--- config.mk ---
export PLATFORM = sky130hd
export DESIGN_NAME = stepper_io_terminals
export DESIGN_NICKNAME = d
export VERILOG_FILES = /design/src/io_term_pkg.sv /design/src/filt_if.sv /design/src/input_filter.sv /design/src/stepper_io_terminals.sv
export VERILOG_INCLUDE_DIRS = /design/src
export SDC_FILE = /design/constraint.sdc
export NUM_CORES = 1
export LEC_CHECK = 0
export BUFFER_PORTS_ARGS = -buffer_cell sky130_fd_sc_hd__buf_2
export CAP_MARGIN = 0
export CORE_MARGIN = 5
export CORE_UTILIZATION = 25
export DETAILED_ROUTE_END_ITERATION = 8
export PLACE_DENSITY_LB_ADDON = 0.2
export SLEW_MARGIN = 10
export SYNTH_ARGS = -nofsm -noshare
export SYNTH_HDL_FRONTEND = slang
export SYNTH_SLANG_ARGS = --single-unit
--- constraint.sdc ---
create_clock -name clk_i -period 1.5 [get_ports clk_i]
set_input_delay 0.15 -clock clk_i [delete_from_list [all_inputs] [get_ports clk_i]]
set_output_delay 0.15 -clock clk_i [all_outputs]
set_load 0.05 [all_outputs]
--- src/io_term_consts.svh ---
// constants for the stepper drive terminal logic
`ifndef IO_TERM_CONSTS_SVH
`define IO_TERM_CONSTS_SVH
`define DATA_W 16
`define ADDR_W 8
`define CLK_MHZ 10
`define FILTER_US 100
`define REG_ERR_CODE 8'h06
`define REG_MOTION 8'h07
`define REG_IN_STAT 8'h08
`define REG_OUT_STAT 8'h09
`define REG_CTRL_MODE 8'h10
`define REG_IN_FN0 8'h11
`define REG_OUT_FN0 8'h16
`define NUM_IN 5
`define NUM_OUT 3
`define CTRL_MODE_RST 2'h0
`define IN_FN_RST {4'h6, 4'h8, 4'h6, 4'h5, 4'h4}
`define OUT_FN_RST {3'h4, 3'h2, 3'h1}
`define ERR_NONE 3'h0
`define ERR_OVER_CUR 3'h1
`define ERR_OVER_VOLT 3'h2
`define ERR_UNDER_VOLT 3'h3
`define ERR_MEMORY 3'h4
`define ERR_TRACKING 3'h5
`define MS_POS_OK 0
`define MS_HOME_DONE 1
`define MS_RUNNING 2
`define MS_ALARM 3
`define MS_RELEASED 4
`define IS_PULSE 0
`define IS_DIR 1
`define IS_GEN0 2
`endif

--- src/io_term_pkg.sv ---
// types for the stepper drive terminal logic
package io_term_pkg;
  typedef enum logic [1:0] {
    MODE_BUS = 2'h0,
    MODE_PULSE_DIR = 2'h1,
    MODE_DOUBLE_PULSE = 2'h2
  } ctrl_mode_t;
  typedef enum logic [3:0] {
    FN_NONE = 4'h0, FN_ORIGIN = 4'h1, FN_FWD_LIMIT = 4'h2,
    FN_BWD_LIMIT = 4'h3, FN_ENABLE = 4'h4, FN_RELEASE = 4'h5,
    FN_ALM_CLEAR = 4'h6, FN_RESTORE = 4'h7, FN_STOP = 4'h8,
    FN_ESTOP = 4'h9, FN_POS_MOVE = 4'ha, FN_SPEED_MOVE = 4'hb,
    FN_JOG_FWD = 4'hc, FN_JOG_BACK = 4'hd, FN_HOME_EN = 4'he,
    FN_MULTI_EN = 4'hf
  } in_fn_t;
  typedef enum logic [2:0] {
    OF_NONE = 3'h0, OF_ALARM = 3'h1, OF_RUNNING = 3'h2,
    OF_HOME_DONE = 3'h3, OF_POS_OK = 3'h4, OF_MULTI_MODE = 3'h5,
    OF_SEG_STATUS = 3'h6
  } out_fn_t;
endpackage : io_term_pkg

--- src/filt_if.sv ---
// raw and filtered general input levels
`timescale 1ns/1ps
`default_nettype none
interface filt_if #(parameter int W = 5);
  logic [W-1:0] raw;
  logic [W-1:0] level;
  logic [W-1:0] rise;
  modport src (output raw, input level, input rise);
  modport flt (input raw, output level, output rise);
endinterface : filt_if
`default_nettype wire

--- src/input_filter.sv ---
// synchroniser and debounce filter for general inputs
`timescale 1ns/1ps
`default_nettype none
module input_filter #(
  parameter int W = 5,
  parameter int CYCLES = 1000
) (
  input wire logic clk_i,
  input wire logic srst_i,
  filt_if.flt port
);
  localparam int CW = $clog2(CYCLES + 1);
  logic [W-1:0] s1_q;
  logic [W-1:0] s2_q;
  logic [W-1:0] lvl_q;
  logic [W-1:0] rise_q;
  logic [W-1:0][CW-1:0] cnt_q;

  always_ff @(posedge clk_i) begin
    if (srst_i) begin
      s1_q <= '0;
      s2_q <= '0;
    end else begin
      s1_q <= port.raw;
      s2_q <= s1_q;
    end
  end

  // level follows only after CYCLES stable samples
  always_ff @(posedge clk_i) begin
    if (srst_i) begin
      lvl_q <= '0;
      rise_q <= '0;
      cnt_q <= '0;
    end else begin
      for (int i = 0; i < W; i++) begin
        rise_q[i] <= 1'b0;
        if (s2_q[i] == lvl_q[i]) begin
          cnt_q[i] <= '0;
        end else if (cnt_q[i] == CW'(CYCLES - 1)) begin
          cnt_q[i] <= '0;
          lvl_q[i] <= s2_q[i];
          rise_q[i] <= s2_q[i];
        end else begin
          cnt_q[i] <= cnt_q[i] + 1'b1;
        end
      end
    end
  end

  assign port.level = lvl_q;
  assign port.rise = rise_q;
endmodule : input_filter
`default_nettype wire

--- src/stepper_io_terminals.sv ---
// terminal function logic of the stepper drive
//
// Operation
// step pulses accepted only in external modes
// direction honoured only in external modes
// external mode honours enable, release, clear, restore
// external mode drives alarm, running, position only
// enable input locks and holds motor
// release input de-energises the motor
// alarm clear clears memory and comm errors
// voltage alarms clear themselves when condition ends
// restore input returns parameters to defaults
// stop input decelerates motor to standstill
// emergency stop halts without ramp
// position trigger starts position-mode move
// speed trigger starts speed-mode move
// forward jog moves motor forward
// backward jog moves motor in reverse
// homing input starts return-to-origin with sensors
// multi-position trigger starts segment move
// alarm output active while any alarm present
// homing-done output after origin return completes
// running output follows motor rotation
// position-reached output in position mode
// multi-position mode and status outputs
// input status word, bits 7-15 zero
// output status word in bits 0-2
// error code zero or one to five
// inputs synchronised, debounced, triggers on edges
// estop beats stop beats motion triggers
//
// Added by the designer: the address-and-strobe port and the register addresses.
`include "io_term_consts.svh"
`timescale 1ns/1ps
`default_nettype none
module stepper_io_terminals import io_term_pkg::*; #(
  parameter int FILTER_CYCLES = `FILTER_US * `CLK_MHZ
) (
  input wire logic clk_i,
  input wire logic srst_i,
  input wire logic [`ADDR_W-1:0] addr_i,
  input wire logic [`DATA_W-1:0] wdata_i,
  input wire logic wr_i,
  input wire logic rd_i,
  output logic [`DATA_W-1:0] rdata_o,
  input wire logic step_pulse_in_i,
  input wire logic step_direction_in_i,
  input wire logic [`NUM_IN-1:0] general_input_i,
  input wire logic over_current_i,
  input wire logic over_voltage_i,
  input wire logic under_voltage_i,
  input wire logic mem_error_i,
  input wire logic comm_error_i,
  input wire logic track_error_i,
  input wire logic running_i,
  input wire logic home_done_i,
  input wire logic pos_reached_i,
  input wire logic multi_mode_i,
  input wire logic [`NUM_OUT-1:0] segment_status_i,
  output logic [`NUM_OUT-1:0] general_output_o,
  output logic step_pulse_o,
  output logic step_dir_o,
  output logic motor_lock_o,
  output logic motor_release_o,
  output logic params_restore_o,
  output logic stop_o,
  output logic estop_o,
  output logic pos_move_o,
  output logic speed_move_o,
  output logic jog_fwd_o,
  output logic jog_back_o,
  output logic home_start_o,
  output logic multi_start_o,
  output logic [`NUM_IN-1:0] segment_select_o,
  output logic origin_o,
  output logic fwd_limit_o,
  output logic bwd_limit_o
);
  localparam int NI = `NUM_IN;
  localparam int NO = `NUM_OUT;

  // inputs whose function is code
  function automatic logic [NI-1:0] fn_hit(
    input logic [NI-1:0][3:0] fns,
    input logic [NI-1:0] v,
    input in_fn_t code
  );
    logic [NI-1:0] m;
    m = '0;
    for (int k = 0; k < NI; k++) begin
      m[k] = v[k] && (fns[k] == code);
    end
    return m;
  endfunction : fn_hit

  ctrl_mode_t mode_q;
  logic [NI-1:0][3:0] in_fn_q;
  logic [NO-1:0][2:0] out_fn_q;
  logic [1:0] pu_s_q;
  logic [1:0] dr_s_q;
  logic pu_prev_q;
  logic oc_q;
  logic mem_q;
  logic comm_q;
  logic trk_q;
  logic [2:0] err_q;
  logic alarm_q;
  logic [`DATA_W-1:0] rdata_q;
  logic [NO-1:0] out_d;
  logic [2:0] err_d;
  logic [`DATA_W-1:0] rd_mux;
  logic ext;
  logic cmd_ok;
  logic clr_r;
  logic restore_r;
  logic estop_r;
  logic stop_r;
  logic mv_ok;
  logic [NI-1:0] lvl;
  logic [NI-1:0] rise;

  filt_if #(.W(NI)) gin ();
  assign gin.raw = general_input_i;

  input_filter #(.W(NI), .CYCLES(FILTER_CYCLES)) u_filt (
    .clk_i(clk_i),
    .srst_i(srst_i),
    .port(gin.flt)
  );

  assign lvl = gin.level;
  assign rise = gin.rise;
  assign ext = (mode_q == MODE_PULSE_DIR) || (mode_q == MODE_DOUBLE_PULSE);
  assign cmd_ok = !ext;
  assign clr_r = |fn_hit(in_fn_q, rise, FN_ALM_CLEAR);
  assign restore_r = |fn_hit(in_fn_q, rise, FN_RESTORE);
  assign estop_r = cmd_ok && |fn_hit(in_fn_q, rise, FN_ESTOP);
  assign stop_r = cmd_ok && !estop_r && |fn_hit(in_fn_q, rise, FN_STOP);
  assign mv_ok = cmd_ok && !estop_r && !stop_r;

  // high-speed differential pins
  always_ff @(posedge clk_i) begin
    if (srst_i) begin
      pu_s_q <= '0;
      dr_s_q <= '0;
      pu_prev_q <= 1'b0;
    end else begin
      pu_s_q <= {pu_s_q[0], step_pulse_in_i};
      dr_s_q <= {dr_s_q[0], step_direction_in_i};
      pu_prev_q <= pu_s_q[1];
    end
  end

  always_ff @(posedge clk_i) begin
    if (srst_i) begin
      step_pulse_o <= 1'b0;
      step_dir_o <= 1'b0;
    end else begin
      step_pulse_o <= ext && pu_s_q[1] && !pu_prev_q;
      step_dir_o <= ext && dr_s_q[1];
    end
  end

  // software registers, restored by the restore input
  always_ff @(posedge clk_i) begin
    if (srst_i || restore_r) begin
      mode_q <= ctrl_mode_t'(`CTRL_MODE_RST);
      in_fn_q <= `IN_FN_RST;
      out_fn_q <= `OUT_FN_RST;
    end else if (wr_i) begin
      if (addr_i == `REG_CTRL_MODE) begin
        mode_q <= ctrl_mode_t'(wdata_i[1:0]);
      end
      for (int k = 0; k < NI; k++) begin
        if (addr_i == `REG_IN_FN0 + `ADDR_W'(k)) begin
          in_fn_q[k] <= wdata_i[3:0];
        end
      end
      for (int k = 0; k < NO; k++) begin
        if (addr_i == `REG_OUT_FN0 + `ADDR_W'(k)) begin
          out_fn_q[k] <= wdata_i[2:0];
        end
      end
    end
  end

  // holding and release levels
  always_ff @(posedge clk_i) begin
    if (srst_i) begin
      motor_lock_o <= 1'b0;
      motor_release_o <= 1'b0;
      params_restore_o <= 1'b0;
    end else begin
      motor_release_o <= |fn_hit(in_fn_q, lvl, FN_RELEASE);
      motor_lock_o <= |fn_hit(in_fn_q, lvl, FN_ENABLE) &&
        !(|fn_hit(in_fn_q, lvl, FN_RELEASE));
      params_restore_o <= restore_r;
    end
  end

  // motion commands, one-cycle pulses
  always_ff @(posedge clk_i) begin
    if (srst_i) begin
      estop_o <= 1'b0;
      stop_o <= 1'b0;
      pos_move_o <= 1'b0;
      speed_move_o <= 1'b0;
      jog_fwd_o <= 1'b0;
      jog_back_o <= 1'b0;
      home_start_o <= 1'b0;
      multi_start_o <= 1'b0;
    end else begin
      estop_o <= estop_r;
      stop_o <= stop_r;
      pos_move_o <= mv_ok && |fn_hit(in_fn_q, rise, FN_POS_MOVE);
      speed_move_o <= mv_ok && |fn_hit(in_fn_q, rise, FN_SPEED_MOVE);
      jog_fwd_o <= mv_ok && |fn_hit(in_fn_q, rise, FN_JOG_FWD);
      jog_back_o <= mv_ok && |fn_hit(in_fn_q, rise, FN_JOG_BACK);
      home_start_o <= mv_ok && |fn_hit(in_fn_q, rise, FN_HOME_EN);
      multi_start_o <= mv_ok && |fn_hit(in_fn_q, rise, FN_MULTI_EN);
    end
  end

  // sensor levels for homing and segment select
  always_ff @(posedge clk_i) begin
    if (srst_i) begin
      origin_o <= 1'b0;
      fwd_limit_o <= 1'b0;
      bwd_limit_o <= 1'b0;
      segment_select_o <= '0;
    end else begin
      origin_o <= cmd_ok && |fn_hit(in_fn_q, lvl, FN_ORIGIN);
      fwd_limit_o <= cmd_ok && |fn_hit(in_fn_q, lvl, FN_FWD_LIMIT);
      bwd_limit_o <= cmd_ok && |fn_hit(in_fn_q, lvl, FN_BWD_LIMIT);
      segment_select_o <= cmd_ok ? lvl : '0;
    end
  end

  // latched alarms; a new event wins over clear
  always_ff @(posedge clk_i) begin
    if (srst_i) begin
      oc_q <= 1'b0;
      mem_q <= 1'b0;
      comm_q <= 1'b0;
      trk_q <= 1'b0;
    end else begin
      oc_q <= over_current_i || (oc_q && !clr_r);
      mem_q <= mem_error_i || (mem_q && !clr_r);
      comm_q <= comm_error_i || (comm_q && !clr_r);
      trk_q <= track_error_i || (trk_q && !clr_r);
    end
  end

  // voltage alarms read live, so they clear themselves
  always_comb begin
    if (oc_q) err_d = `ERR_OVER_CUR;
    else if (over_voltage_i) err_d = `ERR_OVER_VOLT;
    else if (under_voltage_i) err_d = `ERR_UNDER_VOLT;
    else if (mem_q) err_d = `ERR_MEMORY;
    else if (trk_q) err_d = `ERR_TRACKING;
    else err_d = `ERR_NONE;
  end

  always_ff @(posedge clk_i) begin
    if (srst_i) begin
      err_q <= `ERR_NONE;
      alarm_q <= 1'b0;
    end else begin
      err_q <= err_d;
      alarm_q <= (err_d != `ERR_NONE) || comm_q;
    end
  end

  // output terminal functions
  always_comb begin
    for (int k = 0; k < NO; k++) begin
      case (out_fn_t'(out_fn_q[k]))
        OF_ALARM: out_d[k] = alarm_q;
        OF_RUNNING: out_d[k] = running_i;
        OF_POS_OK: out_d[k] = pos_reached_i;
        OF_HOME_DONE: out_d[k] = cmd_ok && home_done_i;
        OF_MULTI_MODE: out_d[k] = cmd_ok && multi_mode_i;
        OF_SEG_STATUS: out_d[k] = cmd_ok && segment_status_i[k];
        default: out_d[k] = 1'b0;
      endcase
    end
  end

  always_ff @(posedge clk_i) begin
    if (srst_i) begin
      general_output_o <= '0;
    end else begin
      general_output_o <= out_d;
    end
  end

  // register read mux
  always_comb begin
    rd_mux = '0;
    case (addr_i)
      `REG_ERR_CODE: rd_mux[2:0] = err_q;
      `REG_MOTION: begin
        rd_mux[`MS_POS_OK] = pos_reached_i;
        rd_mux[`MS_HOME_DONE] = home_done_i;
        rd_mux[`MS_RUNNING] = running_i;
        rd_mux[`MS_ALARM] = alarm_q;
        rd_mux[`MS_RELEASED] = motor_release_o;
      end
      `REG_IN_STAT: begin
        rd_mux[`IS_PULSE] = pu_s_q[1];
        rd_mux[`IS_DIR] = dr_s_q[1];
        rd_mux[`IS_GEN0 +: NI] = lvl;
      end
      `REG_OUT_STAT: rd_mux[NO-1:0] = general_output_o;
      `REG_CTRL_MODE: rd_mux[1:0] = mode_q;
      default: begin
        for (int k = 0; k < NI; k++) begin
          if (addr_i == `REG_IN_FN0 + `ADDR_W'(k)) rd_mux[3:0] = in_fn_q[k];
        end
        for (int k = 0; k < NO; k++) begin
          if (addr_i == `REG_OUT_FN0 + `ADDR_W'(k)) rd_mux[2:0] = out_fn_q[k];
        end
      end
    endcase
  end

  always_ff @(posedge clk_i) begin
    if (srst_i) begin
      rdata_q <= '0;
    end else begin
      rdata_q <= rd_i ? rd_mux : '0;
    end
  end
  assign rdata_o = rdata_q;
endmodule : stepper_io_terminals
`default_nettype wire

# [Word level (Yosys, flattened, before mapping)]
# Index checks and enable logic that the tools add are counted.
[op_classes] n_bitwise=12 n_eq_ne=118 n_reduce_logical=158 muxes=20 add_sub_neg=5
[op_table] op="$eq A4 B4 Y1 const B" count=40
[op_table] op="$logic_and A1 B1 Y1" count=101
[op_table] op="$eq A4 B3 Y1 const B" count=20
[op_table] op="$reduce_or A5 Y1" count=15
[op_table] op="$eq A8 B5 Y1 const B" count=9
[op_table] op="$add A10 B1 Y10 const B" count=5
[op_table] op="$eq A10 B10 Y1 const B" count=5
[op_table] op="$eq A4 B2 Y1 const B" count=10
[op_table] op="$reduce_or A3 Y1" count=12
[op_table] op="$reduce_and A2 Y1" count=14
[op_table] op="$eq A3 B3 Y1 const B" count=9
[op_table] op="$mux W3" count=8
[op_table] op="$eq A4 B1 Y1 const B" count=5
[op_table] op="$mux W4" count=5
[op_table] op="$eq A3 B2 Y1 const B" count=6
[op_table] op="$pmux W1 S6" count=3
[op_table] op="$eq A8 B3 Y1 const B" count=2
[op_table] op="$eq A8 B4 Y1 const B" count=2
[op_table] op="$not A1 Y1" count=12
[op_table] op="$pmux W2 S5" count=1
[op_table] op="$eq A3 B1 Y1 const B" count=3
[op_table] op="$logic_or A1 B1 Y1" count=7
[op_table] op="$logic_not A1 Y1" count=6
[op_table] op="$eq A1 B1 Y1" count=5
[op_table] op="7 further kinds" count=8
[word_totals] elab_cells=369 register_bits=154 output_inout_bits=40

# [Longest topological paths before layout]
# Gate-level depths: netlist of run 1.
[depth] depth_word=10 ltp_mapped=7 mapped_depth_nobuf=6

# [Hierarchy]
# Synthesis of run 1 repeated with hierarchy kept, for this count alone.
[unflattened] hier_cells=756 hier_area_um2=6752.7
[modules_own_cells] mod="stepper_io_terminals" area_each_um2=3931.3 n_inst=1 cells_per_inst=454 seq_area_each_um2=1501.4
[modules_own_cells] mod="input_filter" area_each_um2=2821.5 n_inst=1 cells_per_inst=302 seq_area_each_um2=1401.3

# [Worst setup path after synthesis of run 1]
# No wires, ideal clock.
[synth_path] path_type="flip-flop to flip-flop" from="register in_fn_q[3] in the netlist's numbering" to="register in_fn_q[10] in the netlist's numbering" path_stages_with_launch=7 arrival_time_ns=1.467 path_slack_ns=-0.097 cell_sequence="dfxtp_1 > clkbuf_1 > nor2b_1 > and4_1 > nor4_1 > clkbuf_1 > nand2_1"
[synth_via] elab_chain_cells=4
[synth_lines] item="from (decl)" line="stepper_io_terminals.sv:97" rtl="logic [NI-1:0][3:0] in_fn_q;"
[synth_lines] item="from (signal assigned)" line="stepper_io_terminals.sv:168" rtl="in_fn_q <= `IN_FN_RST;"
[synth_lines] item="from (signal, indexed assignment)" line="stepper_io_terminals.sv:176" rtl="in_fn_q[k] <= wdata_i[3:0];"
[synth_lines] item="$eq A4 B3 Y1" line="stepper_io_terminals.sv:91" rtl="m[k] = v[k] && (fns[k] == code);"
[synth_lines] item="$logic_and A1 B1 Y1" line="stepper_io_terminals.sv:91"
[synth_lines] item="$reduce_or A5 Y1" line="stepper_io_terminals.sv:136" rtl="assign restore_r = |fn_hit(in_fn_q, rise, FN_RESTORE);"
[synth_lines] item="$logic_or A1 B1 Y1" line="stepper_io_terminals.sv:166" rtl="if (srst_i || restore_r) begin"
# No other way between the ends.
# A chain may end at the register's enable or synchronous reset.

# [Final worst setup path of run 1]
[layout_path] from="register in_fn_q[11] in the netlist's numbering" to="register out_fn_q[8] in the netlist's numbering"
[layout_via] elab_chain_cells=4
[layout_lines] item="$eq A4 B3 Y1" line="stepper_io_terminals.sv:91"
[layout_lines] item="$logic_and A1 B1 Y1" line="stepper_io_terminals.sv:91"
[layout_lines] item="$reduce_or A5 Y1" line="stepper_io_terminals.sv:136"
[layout_lines] item="$logic_or A1 B1 Y1" line="stepper_io_terminals.sv:166"
[layout_lines] item="to (signal assigned)" line="stepper_io_terminals.sv:169" rtl="out_fn_q <= `OUT_FN_RST;"
[layout_lines] item="to (signal, indexed assignment)" line="stepper_io_terminals.sv:181" rtl="out_fn_q[k] <= wdata_i[2:0];"
[layout_lines] item="to (decl)" line="stepper_io_terminals.sv:98" rtl="logic [NO-1:0][2:0] out_fn_q;"
# No other way between the ends.

==> results by group, run 1 <==
Outcome
  • Status: complete, but fails checks
  • Failing checks: hold timing, setup timing

Placed design
  • DP Area: 0.00814 mm²
  • GPL Wtd Cong: 0.926
  • Dpl hpwl: about 16 mm
  • Port bufs: 66

Floorplan
  • Row count: a little under 60
  • Die X: 172 µm
  • Starting Density: around 25%
  • Die area: 0.0295 mm²
  • Height of the die: roughly 170 µm
  • Area of the core: 0.0259 mm²
  • Io pins: between 80 and 90

Pwr
  • Clk pwr share: 49.6%
  • Pwr dens: 944 mW/mm²
  • Peak supply drop: 0.000774 V
  • Pint: 6750 µW
  • Net switching power figure: 2100 µW
  • Switching fraction of total power: 23.7%
  • Sequential share of power: 44.4%
  • P_leak: about 0.0038 µW
  • Comb power frac: 6.1%

STA
  • Fin crit period: 1.54 ns
  • Fmax: between 600 and 700 MHz
  • Tcrit/Tclk final: 102%
  • Slew Limit Fails: 0
  • Tightest Pin Transition: 0.582 ns
  • Slew HR: between 60% and 70%
  • Final hold slack: -0.0101 ns
  • Setup Skew: 0.0107 ns
  • Unrepaired setup endpoints after global routing: true
  • Final Hold Violating Endpoints: 1
  • Setup ws final: -0.0356 ns
  • Final setup viols: 20
  • Fin Setup TNS: -0.335 ns

Critical path
  • Crit path top cell by count: buf_6
  • CP arrival: around 1.8 ns
  • Crit Path Category: reg2reg
  • CP endpoint kind: flip-flop
  • Slowest cell delay on critical path: about 0.4 ns
  • Worst-path cell chain: buf_6 > nand3b_1 > o22ai_4 > nor4_4 > buf_6 > nand3_2
  • Worst R2R Start: in_fn_q[11]
  • CP Data Required Time: 1.80 ns
  • Reg2Reg Depth: 6
  • CP Max Fanout: 6
  • WP buf/inv: 2
  • Critical path depth: 6
  • Slowest-stage cell, CP: nor4_4
  • Critical Path Source Type: flip-flop
  • Critical R2R Capture: out_fn_q[8]
  • CP delay by family, top: simple AND/OR/NAND/NOR gates
  • R2R setup slack: -0.04 ns

Yosys
  • EDFF count, synth: 0
  • Top FF cell, synth: dfxtp_1
  • Most numerous cell in the Yosys netlist: dfxtp_1
  • Top post-synthesis cells by area: dfxtp_1 44%, nor2_1 6.0%, mux2i_1 5.5%
  • Area leader, netlist: dfxtp_1
  • Synth async-reset ratio: 0%
  • Flops & latches, synth: 145
  • Mapped Cells: 747
  • Post-synthesis sequential area ratio: 44.4%
  • Synth top cells by count: 145 x dfxtp_1, 105 x nor2_1, 50 x nand2_1
  • Syn Area/Cell: between 8 and 9 µm²
  • Yosys cell types: 56
  • Synth top area share: 44.4%
  • Synth warn: 0
  • Cell area after synthesis: 0.00654 mm²

Routing
  • DRT Wirelength: 21.1 mm
  • Routed wl met2: 9.83 mm
  • Met3 WL: ~850 µm
  • Remaining DRCs: 0
  • DR vias: approximately 6,100
  • DR pass1 iterations: 5
  • Top routing layer in use: met4
  • Via/cell ratio: 4.69
  • DRT iter0 DRCs: just over 300
  • Drt wl/cell: roughly 16 µm
  • Antenna Nets Post-Route: 0
  • Routed met1 length: 9.97 mm

Min path
  • Worst hold endpoint: comm_q
  • Worst hold start: comm_error_i
  • Hold Crit Class: in2reg
  • Hold Crit Depth: 3

Clocking
  • Cts bufs inserted: 17
  • CTS tree: done
  • Clock sinks: approximately 150
  • Max Root-Sink Buffers: 2
  • Worst skew pair latency: 0.42 ns
  • H-tree depth: 4
  • CTS Root Cell: clkbuf_16
  • Clock-pin slew on the worst setup and hold paths: 0.06 ns

Global route
  • Vias in the first global route: 5,816
  • Global-route usage over all layers: 14.1%
  • Largest net degree at the start of global routing: 26
  • Total grt overflow: 0
  • Initial antenna violation count: 0
  • First-pass GRT wire length: 32.3 mm

Run
  • Max cap viols: 0

Final layout
  • Antenna diode count: 0
  • Layout cells sized above 1: 34.3%
  • Fillers: 2,652
  • Fin nets: 1,004
  • Layout area overhead: 43.4%
  • Post-route cell area: around 0.0094 mm²
-- per-layer routing --
layer	up-vias	track usage, %
met5	-	0
met4	0	4.89
met3	25	2.55
met2	135	22.5
met1	2878	19.2
li1	3051	-
-- cell families (layout without fill, tap and decap cells) --
group	count (synthesis)	in the layout	share of synthesized area (%)
AND/OR/NAND/NOR	358	358	28.3
flip-flops	145	145	44.4
AO/OA/AOI/OAI	100	100	10.5
buffers and inverters	56	265	3.77
multiplexers	43	43	6.72
XOR/XNOR	39	39	5.23
adder cells (fa/ha/maj)	5	5	0.957
other	1	9	0.0574
-- tightest hold or removal path: stages --
cell,delay (ns)
buf_2,0.11
a21oi_2,0.04
nor2_1,0.07
-- metrics by stage --
stage | hold slack (ns) | total power [µW] | util, % | instances | worst slack (ns)
after floorplan | 0.229 | 4280 | - | 755 | 0.00249
after global placement | 0.356 | 4490 | 31.4 | 1243 | -0.263
after detailed placement | 0.364 | 4480 | 31.4 | 1243 | -0.277
after CTS | 0.000195 | 8940 | 34.8 | 1291 | 0.00566
after global routing | 0.000779 | 9210 | 36.2 | 1299 | -0.100
final | -0.0101 | 8850 | 36.2 | 1299 | -0.0356
-- cell type report --
cell class              instances  area, µm²  share of cell area, %
multi-input cells             554       3740                   39.9
flip-flops and latches        145       2920                   31.2
repair buffers                222       1640                   17.5
clock buffers                  18        429                   4.58
well taps                     335        419                   4.47
clock inverters                14        179                   1.91
inverters                      11       41.3                  0.440
-- how the worst max path moves through the flow --
stage	slack [ns]	start	to
finish	-0.04	in_fn_q[11]	out_fn_q[8]
global route	-0.10	in_fn_q[11]	in_fn_q[2]
CTS	0.006	in_fn_q[7]	out_fn_q[7]
detailed placement	-0.28	addr_i[7]	rdata_o[1]
global placement	-0.26	addr_i[7]	rdata_o[0]
floorplan	0.002	in_fn_q[5]	in_fn_q[12]
-- registers in the layout (all words and copies together) (netlist names), 2 cells and up --
register and count:
u_filt.port.rise 5, out_fn_q 9, u_filt.s1_q 5, dr_s_q 2, u_filt.s2_q 5, u_filt.port.level 5
mode_q 2, pu_s_q 2, u_filt.cnt_q 50, segment_select_o 5, general_output_o 3, in_fn_q 20
rdata_o 7, err_q 3
-- cell usage in the layout, fill, tap and decap left out, types with 6 or more instances in the layout --
cell type / n
buf_6: 9
or3_1: 8
clkbuf_16: 18
a21oi_2: 6
nor2b_1: 19
mux2_2: 7
conb_1: 9
a211oi_1: 6
nor2_2: 6
nand4_1: 17
xnor2_1: 19
buf_2: 66
nand3_1: 34
dlygate4sd3_1: 10
buf_4: 131
nor2_1: 95
and3_1: 23
nor3_1: 22
nand3b_1: 16
nand2_2: 8
o21ai_0: 10
a21oi_1: 14
dfxtp_1: 131
dfxtp_2: 13
inv_1: 10
nor3b_1: 10
o22ai_1: 16
a31oi_1: 7
nand2_1: 43
mux2i_1: 36
nand2b_1: 12
nor3_2: 8
xor2_1: 19
-- power by group through the flow --
stage          sequential, µW  clock [µW]  combinational, µW
6_report                 3930        4390                536
5_1_grt                  3930        4700                578
4_1_cts                  3930        4510                503
3_5_place_dp             4020           0                468
3_3_place_gp             4020           0                471
2_1_floorplan            4020           0                254
-- what timing repair did --
action,CTS,global route
gates cloned,1,2
buffers inserted,5,7
resized for setup,36,68
endpoints found under the setup margin,53,88
endpoints found under the hold margin,10,0
pin swaps,7,25
hold buffers,10,0
(Power assumes the default switching activity.)
==> run 2, diff against run 1 <==
--- a/config.mk
+++ b/config.mk
@@ -9,7 +9,7 @@
 export BUFFER_PORTS_ARGS = -buffer_cell sky130_fd_sc_hd__buf_2
 export CAP_MARGIN = 0
 export CORE_MARGIN = 5
-export CORE_UTILIZATION = 25
+export CORE_UTILIZATION = 45
 export DETAILED_ROUTE_END_ITERATION = 8
 export PLACE_DENSITY_LB_ADDON = 0.2
 export SLEW_MARGIN = 10
==> results by group, run 2 (synthesis results as in run 1) <==
Outcome
  • Status: finished clean (was complete, but fails checks)

STA
  • Tcrit/Tclk final: 99.4% (was 102%)
  • Slew Limit Fails: 0 (unchanged)
  • Fmax: 671 MHz (was 651 MHz)
  • Final setup viols: 0 (was 20)
  • Setup Skew: 0.00843 ns (was 0.0107 ns)
  • Setup ws final: 0.00870 ns (was -0.0356 ns)
  • Fin crit period: 1.49 ns (was 1.54 ns)
  • Final Hold Violating Endpoints: 0 (was 1)
  • Unrepaired setup endpoints after global routing: true (unchanged)
  • Fin Setup TNS: 0 ns (was -0.335 ns)
  • Slew HR: 59.3% (was 61.0%)
  • Tightest Pin Transition: 0.608 ns (was 0.582 ns)

Routing
  • DR vias: 6,279 (was 6,089)
  • DR pass1 iterations: 7 (was 5)
  • Via/cell ratio: 5.57 (was 4.69)
  • DRT Wirelength: 19.9 mm (was 21.1 mm)
  • Antenna Nets Post-Route: 0 (unchanged)
  • DRT iter0 DRCs: 412 (was 305)
  • Drt wl/cell: 17.6 µm (was 16.2 µm)
  • Remaining DRCs: 0 (unchanged)

Critical path
  • R2R setup slack: 0.009 ns (was -0.04 ns)
  • CP Max Fanout: 6 (unchanged)
  • Critical path origin: in_fn_q[6] (was in_fn_q[11])
  • CP Data Required Time: 1.80 ns (about the same)
  • Slowest-stage cell, CP: dfxtp_4 (was nor4_4)
  • Reg2Reg Depth: 6 (unchanged)
  • Worst R2R Start: in_fn_q[6] (was in_fn_q[11])
  • CP arrival: 1.79 ns (was 1.84 ns)
  • Worst-path cell chain: buf_4 > mux2_2 > a22oi_1 > o32ai_2 > o41ai_1 > a311oi_1 (was buf_6 > nand3b_1 > o22ai_4 > nor4_4 > buf_6 > nand3_2)
  • Critical Path Source Type: flip-flop (unchanged)
  • WP buf/inv: 1 (was 2)
  • Critical path depth: 6 (unchanged)
  • CP delay by family, top: compound AO/OA/AOI/OAI gates (was simple AND/OR/NAND/NOR gates)
  • Crit Path Category: reg2reg (unchanged)
  • CP endpoint kind: flip-flop (unchanged)
  • Critical R2R Capture: rdata_o[2] (was out_fn_q[8])
  • Crit path capture: rdata_o[2] (was out_fn_q[8])
  • Slowest cell delay on critical path: 0.37 ns (was 0.40 ns)

Floorplan
  • Die X: 131 µm (was 172 µm)
  • Die area: 0.0170 mm² (was 0.0295 mm²)
  • Row count: 44 (was 59)
  • Height of the die: 131 µm (was 172 µm)
  • Io pins: 88 (unchanged)
  • Area of the core: 0.0144 mm² (was 0.0259 mm²)
  • Starting Density: 45.5% (was 25.2%)

Final layout
  • Most frequent cells in the layout: 125 x dfxtp_1, 115 x buf_4, 98 x nor2_1 (was 131 x dfxtp_1, 131 x buf_4, 95 x nor2_1)
  • Register name with the most flops: u_filt.cnt_q (unchanged)
  • Regs by FF count: u_filt.cnt_q (50), in_fn_q (20), out_fn_q (9) (unchanged)
  • Antenna diode count: 0 (unchanged)
  • Fin cells: 1,127 (was 1,299)
  • Commonest non-fill, non-tap cell in the layout: dfxtp_1
  • Post-route cell area: 0.00894 mm² (was 0.00938 mm²)
  • Fillers: 1,233 (was 2,652)
  • Layout cells sized above 1: 32.3% (was 34.3%)
  • Fin nets: 983 (was 1,004)
  • Max reg flops: 50 (unchanged)
  • Layout area overhead: 36.8% (was 43.4%)

Min path
  • Hold Crit Class: in2reg (unchanged)
  • Hold Crit Depth: 2 (was 3)

Global route
  • Global-route usage over all layers: 23.0% (was 14.1%)
  • First-pass GRT wire length: 30.7 mm (was 32.3 mm)
  • Total grt overflow: 0 (unchanged)
  • Initial antenna violation count: 0 (unchanged)
  • Vias in the first global route: 6,069 (was 5,816)
  • Largest net degree at the start of global routing: 21 (was 26)

Pwr
  • Pwr dens: 981 mW/mm² (was 944 mW/mm²)
  • Tot Pwr: 8770 µW (was 8850 µW)
  • P_leak: 0.00371 µW (was 0.00384 µW)
  • Peak supply drop: 0.000724 V (was 0.000774 V)

Clocking
  • CTS tree: done (unchanged)
  • Cts bufs inserted: 17 (unchanged)
  • H-tree depth: 4 (unchanged)
  • CTS Root Cell: clkbuf_16 (unchanged)
  • Worst skew pair latency: 0.43 ns (was 0.42 ns)
  • Clock sinks: 145 (unchanged)
  • Max Root-Sink Buffers: 2 (unchanged)
  • Clock-pin slew on the worst setup and hold paths: 0.06 ns (about the same)

Placed design
  • GPL Wtd Cong: 0.926 (about the same)
  • Dpl cells: 1,068 (was 1,243)
  • Port bufs: 66 (unchanged)
  • Pre-CTS setup slack: -0.334 ns (was -0.277 ns)
  • Dpl hpwl: 14.6 mm (was 15.9 mm)
  • DP Area: 0.00778 mm² (was 0.00814 mm²)

Run
  • Max cap viols: 0 (unchanged)
==> run 2: cell types whose count changed in the layout (fill, tap and decap cells not counted), moves of 5 or more <==
cell / previous run / this run
nand2_4: 0 / 5
dfxtp_1: 131 / 125
buf_6: 9 / 4
nand2_2: 8 / 3
buf_4: 131 / 115
==> run 2: worst min-delay path by stage <==
stage / startpoint / end
6_report: srst_i / u_filt.port.level[2]
5_1_grt: srst_i / u_filt.port.level[2]
4_1_cts: srst_i / u_filt.port.level[2]
3_5_place_dp: general_input_i[1] / u_filt.s1_q[1]
3_3_place_gp: track_error_i / trk_q
2_1_floorplan: srst_i / pu_prev_q
==> run 2: routing by layer <==
metal	routed length, µm	global-route usage (%)
met5	0	0
met4	606	8.35
met3	1440	5.45
met2	9310	37.2
met1	8500	30.1
==> run 2: power breakdown <==
group,switching [µW],internal [µW]
registers,29.7,3890
logic,320,218
clock network,1760,2550
total,2110,6660
==> run 2: final cells by class <==
class,instances,area (µm²),area share (%)
Inverter,11,41.3,0.462
Clock inverter,14,164,1.83
Timing Repair Buffer,201,1460,16.3
Sequential cell,145,2940,32.8
Tap cell,184,230,2.57
Clock buffer,18,439,4.91
Multi-Input combinational cell,554,3670,41.1
==> run 2: worst register-to-register path, cell delays in order, from the launching register on <==
cell and delay, ns:
dfxtp_4 0.37, buf_4 0.15, mux2_2 0.25, a22oi_1 0.24, o32ai_2 0.13, o41ai_1 0.08, a311oi_1 0.14
==> run 2: per-stage QoR <==
step | util, % | hold slack [ns]
CTS | 59.7 | 0.0294
finish | 62.2 | 0.0389
global route | 62.2 | 0.0373
global placement | 54.2 | 0.357
floorplan | - | 0.229
detailed placement | 54.2 | 0.362
==> run 2: timing repair <==
action                     4_1_cts  5_1_grt
gates resized for setup         19       67
cloned                           0        4
pin swaps                        5       13
hold endpoints to repair        11        0
buffers inserted                 5        9
setup endpoints to repair       54      100
hold buffers                    11        0
==> run 3, diff against run 2 <==
--- a/config.mk
+++ b/config.mk
@@ -9,9 +9,9 @@
 export BUFFER_PORTS_ARGS = -buffer_cell sky130_fd_sc_hd__buf_2
 export CAP_MARGIN = 0
 export CORE_MARGIN = 5
-export CORE_UTILIZATION = 45
+export CORE_UTILIZATION = 50
 export DETAILED_ROUTE_END_ITERATION = 8
-export PLACE_DENSITY_LB_ADDON = 0.2
+export PLACE_DENSITY = 0.74
 export SLEW_MARGIN = 10
 export SYNTH_ARGS = -nofsm -noshare
 export SYNTH_HDL_FRONTEND = slang
==> results by group, run 3 (synthesis results as in run 1) <==
Routing
  • Antenna Nets Post-Route: 0 (unchanged)
  • Via/cell ratio: 5.75 (was 5.57)
  • DR pass1 iterations: 5 (was 7)
  • Remaining DRCs: 0 (unchanged)
  • Drt wl/cell: 17.6 µm (about the same)
  • DRT Wirelength: 19.4 mm (was 19.9 mm)
  • DR vias: 6,338 (was 6,279)
  • DRT iter0 DRCs: 630 (was 412)

Pwr
  • Switching fraction of total power: 20.9% (was 24.1%)
  • Tot Pwr: 9100 µW (was 8770 µW)
  • Sequential share of power: 43.1% (was 44.7%)
  • Net switching power figure: 1910 µW (was 2110 µW)
  • Pwr dens: 1040 mW/mm² (was 981 mW/mm²)
  • Pint: 7190 µW (was 6660 µW)
  • Peak supply drop: 0.000792 V (was 0.000724 V)
  • P_leak: 0.00364 µW (was 0.00371 µW)
  • Comb power frac: 5.6% (was 6.1%)
  • Clk pwr share: 51.3% (was 49.2%)

Final layout
  • Commonest non-fill, non-tap cell in the layout: dfxtp_1 (unchanged)
  • Fin nets: 972 (was 983)
  • Fillers: 1,039 (was 1,233)
  • Post-route cell area: 0.00873 mm² (was 0.00894 mm²)
  • Antenna diode count: 0 (unchanged)
  • Regs by FF count: u_filt.cnt_q (50), in_fn_q (20), out_fn_q (9) (unchanged)
  • Most frequent cells in the layout: 126 x dfxtp_1, 108 x buf_4, 103 x nor2_1 (was 125 x dfxtp_1, 115 x buf_4, 98 x nor2_1)
  • Max reg flops: 50 (unchanged)
  • Layout cells sized above 1: 29.5% (was 32.3%)
  • Register name with the most flops: u_filt.cnt_q (unchanged)
  • Layout area overhead: 33.5% (was 36.8%)

Clocking
  • Clock-pin slew on the worst setup and hold paths: 0.06 ns (about the same)
  • H-tree depth: 4 (unchanged)
  • Worst skew pair latency: 0.42 ns (was 0.43 ns)
  • Max Root-Sink Buffers: 2 (unchanged)
  • CTS tree: done (unchanged)
  • Cts bufs inserted: 17 (unchanged)
  • CTS Root Cell: clkbuf_16 (unchanged)
  • Clock sinks: 145 (unchanged)

Placed design
  • Port bufs: 66 (unchanged)
  • DP Area: 0.00770 mm² (was 0.00778 mm²)
  • GPL Wtd Cong: 0.970 (was 0.926)
  • Dpl hpwl: 14.3 mm (was 14.6 mm)

Critical path
  • CP Max Fanout: 5 (was 6)
  • Critical Path Source Type: flip-flop (unchanged)
  • Reg2Reg Depth: 5 (was 6)
  • CP endpoint kind: flip-flop (unchanged)
  • Crit Path Category: reg2reg (unchanged)
  • CP arrival: 1.82 ns (was 1.79 ns)
  • Worst R2R Start: mode_q[0] (was in_fn_q[6])
  • R2R setup slack: 0.02 ns (was 0.009 ns)
  • Critical R2R Capture: general_output_o[0] (was rdata_o[2])
  • CP Data Required Time: 1.84 ns (was 1.80 ns)

Run
  • Max cap viols: 0 (unchanged)

STA
  • Tcrit/Tclk final: 98.5% (was 99.4%)
  • Final setup viols: 0 (unchanged)
  • Setup Skew: 0.00739 ns (was 0.00843 ns)
  • Unrepaired setup endpoints after global routing: true (unchanged)
  • Final Hold Violating Endpoints: 0 (unchanged)
  • Fin crit period: 1.48 ns (was 1.49 ns)
  • Fmax: 677 MHz (was 671 MHz)
  • Fin Setup TNS: 0 ns (unchanged)
  • Slew Limit Fails: 0 (unchanged)

Floorplan
  • Io pins: 88 (unchanged)
  • Die area: 0.0155 mm² (was 0.0170 mm²)
  • Starting Density: 51.4% (was 45.5%)
  • Height of the die: 124 µm (was 131 µm)
  • Area of the core: 0.0127 mm² (was 0.0144 mm²)
  • Die X: 124 µm (was 131 µm)
  • Row count: 41 (was 44)

Min path
  • Worst hold endpoint: err_q[2] (was u_filt.port.level[2])
  • Hold Crit Depth: 4 (was 2)
  • Worst hold start: over_voltage_i (was srst_i)
  • Hold Crit Class: in2reg (unchanged)

Outcome
  • Status: finished clean (unchanged)

Global route
  • Vias in the first global route: 6,269 (was 6,069)
  • First-pass GRT wire length: 31.4 mm (was 30.7 mm)
  • Initial antenna violation count: 0 (unchanged)
  • Global-route usage over all layers: 24.7% (was 23.0%)
  • Largest net degree at the start of global routing: 21 (unchanged)
  • Total grt overflow: 0 (unchanged)
## run 3: power by group through the flow
stage	clock network, µW	logic (µW)	registers (µW)
6_report	4670	506	3920
3_3_place_gp	0	442	4010
3_5_place_dp	0	452	4010
2_1_floorplan	0	254	4020
4_1_cts	4730	477	3930
5_1_grt	4930	541	3920
## run 3: cell type report
cell class                 instances  area, µm²  share of cell area (%)
timing repair buffer             188       1290                    14.8
clock inverter                    10        210                    2.41
inverter                          11       41.3                   0.473
clock buffer                      20        437                    5.00
sequential                       145       2930                    33.6
multi-input combinational        556       3600                    41.3
tap                              172        215                    2.47
## run 3: how the worst max path moves through the flow
stage                 from                   to  slack (ns)
2_1_floorplan   in_fn_q[5]          in_fn_q[12]       0.002
3_3_place_gp     addr_i[7]          in_fn_q[15]       -0.22
3_5_place_dp     addr_i[7]           rdata_o[0]       -0.26
4_1_cts         in_fn_q[5]           rdata_o[1]       0.006
5_1_grt        in_fn_q[11]          out_fn_q[8]       -0.07
6_report         mode_q[0]  general_output_o[0]        0.02
## run 3: stage by stage
stage | std cells | hold WS [ns] | util [%] | worst slack [ns]
after floorplan | 755 | 0.229 | - | 0.00249
after global placement | 1052 | 0.359 | 60.5 | -0.218
after detailed placement | 1052 | 0.361 | 60.5 | -0.256
after CTS | 1095 | 0.0596 | 66.9 | 0.00571
after global routing | 1102 | 0.0968 | 68.6 | -0.0679
final | 1102 | 0.0764 | 68.6 | 0.0232
## run 3: layer usage
metal | track usage (%) | up-vias | part of all wire (%) | wire length [µm]
met3 | 6.00 | 48 | 8.1 | 1570
li1 | - | 2983 | - | -
met2 | 40.6 | 312 | 47 | 9130
met5 | 0 | - | 0 | 0
met1 | 31.3 | 2995 | 42 | 8090
met4 | 9.74 | 0 | 2.9 | 563
## run 3: repair_timing
action / in CTS / in global routing
setup buffers: 1 / 5
hold buffers: 11 / 0
setup endpoints to repair: 51 / 85
pin swaps: 2 / 5
resized for setup: 14 / 49
gates cloned: 1 / 2
endpoints found under the hold margin: 11 / 0
## run 3: critical path: stages (launching register included)
cell,delay [ns]
dfxtp_1,0.37
xnor2_2,0.27
buf_4,0.19
nand2_1,0.09
o221ai_1,0.20
o2111a_1,0.28
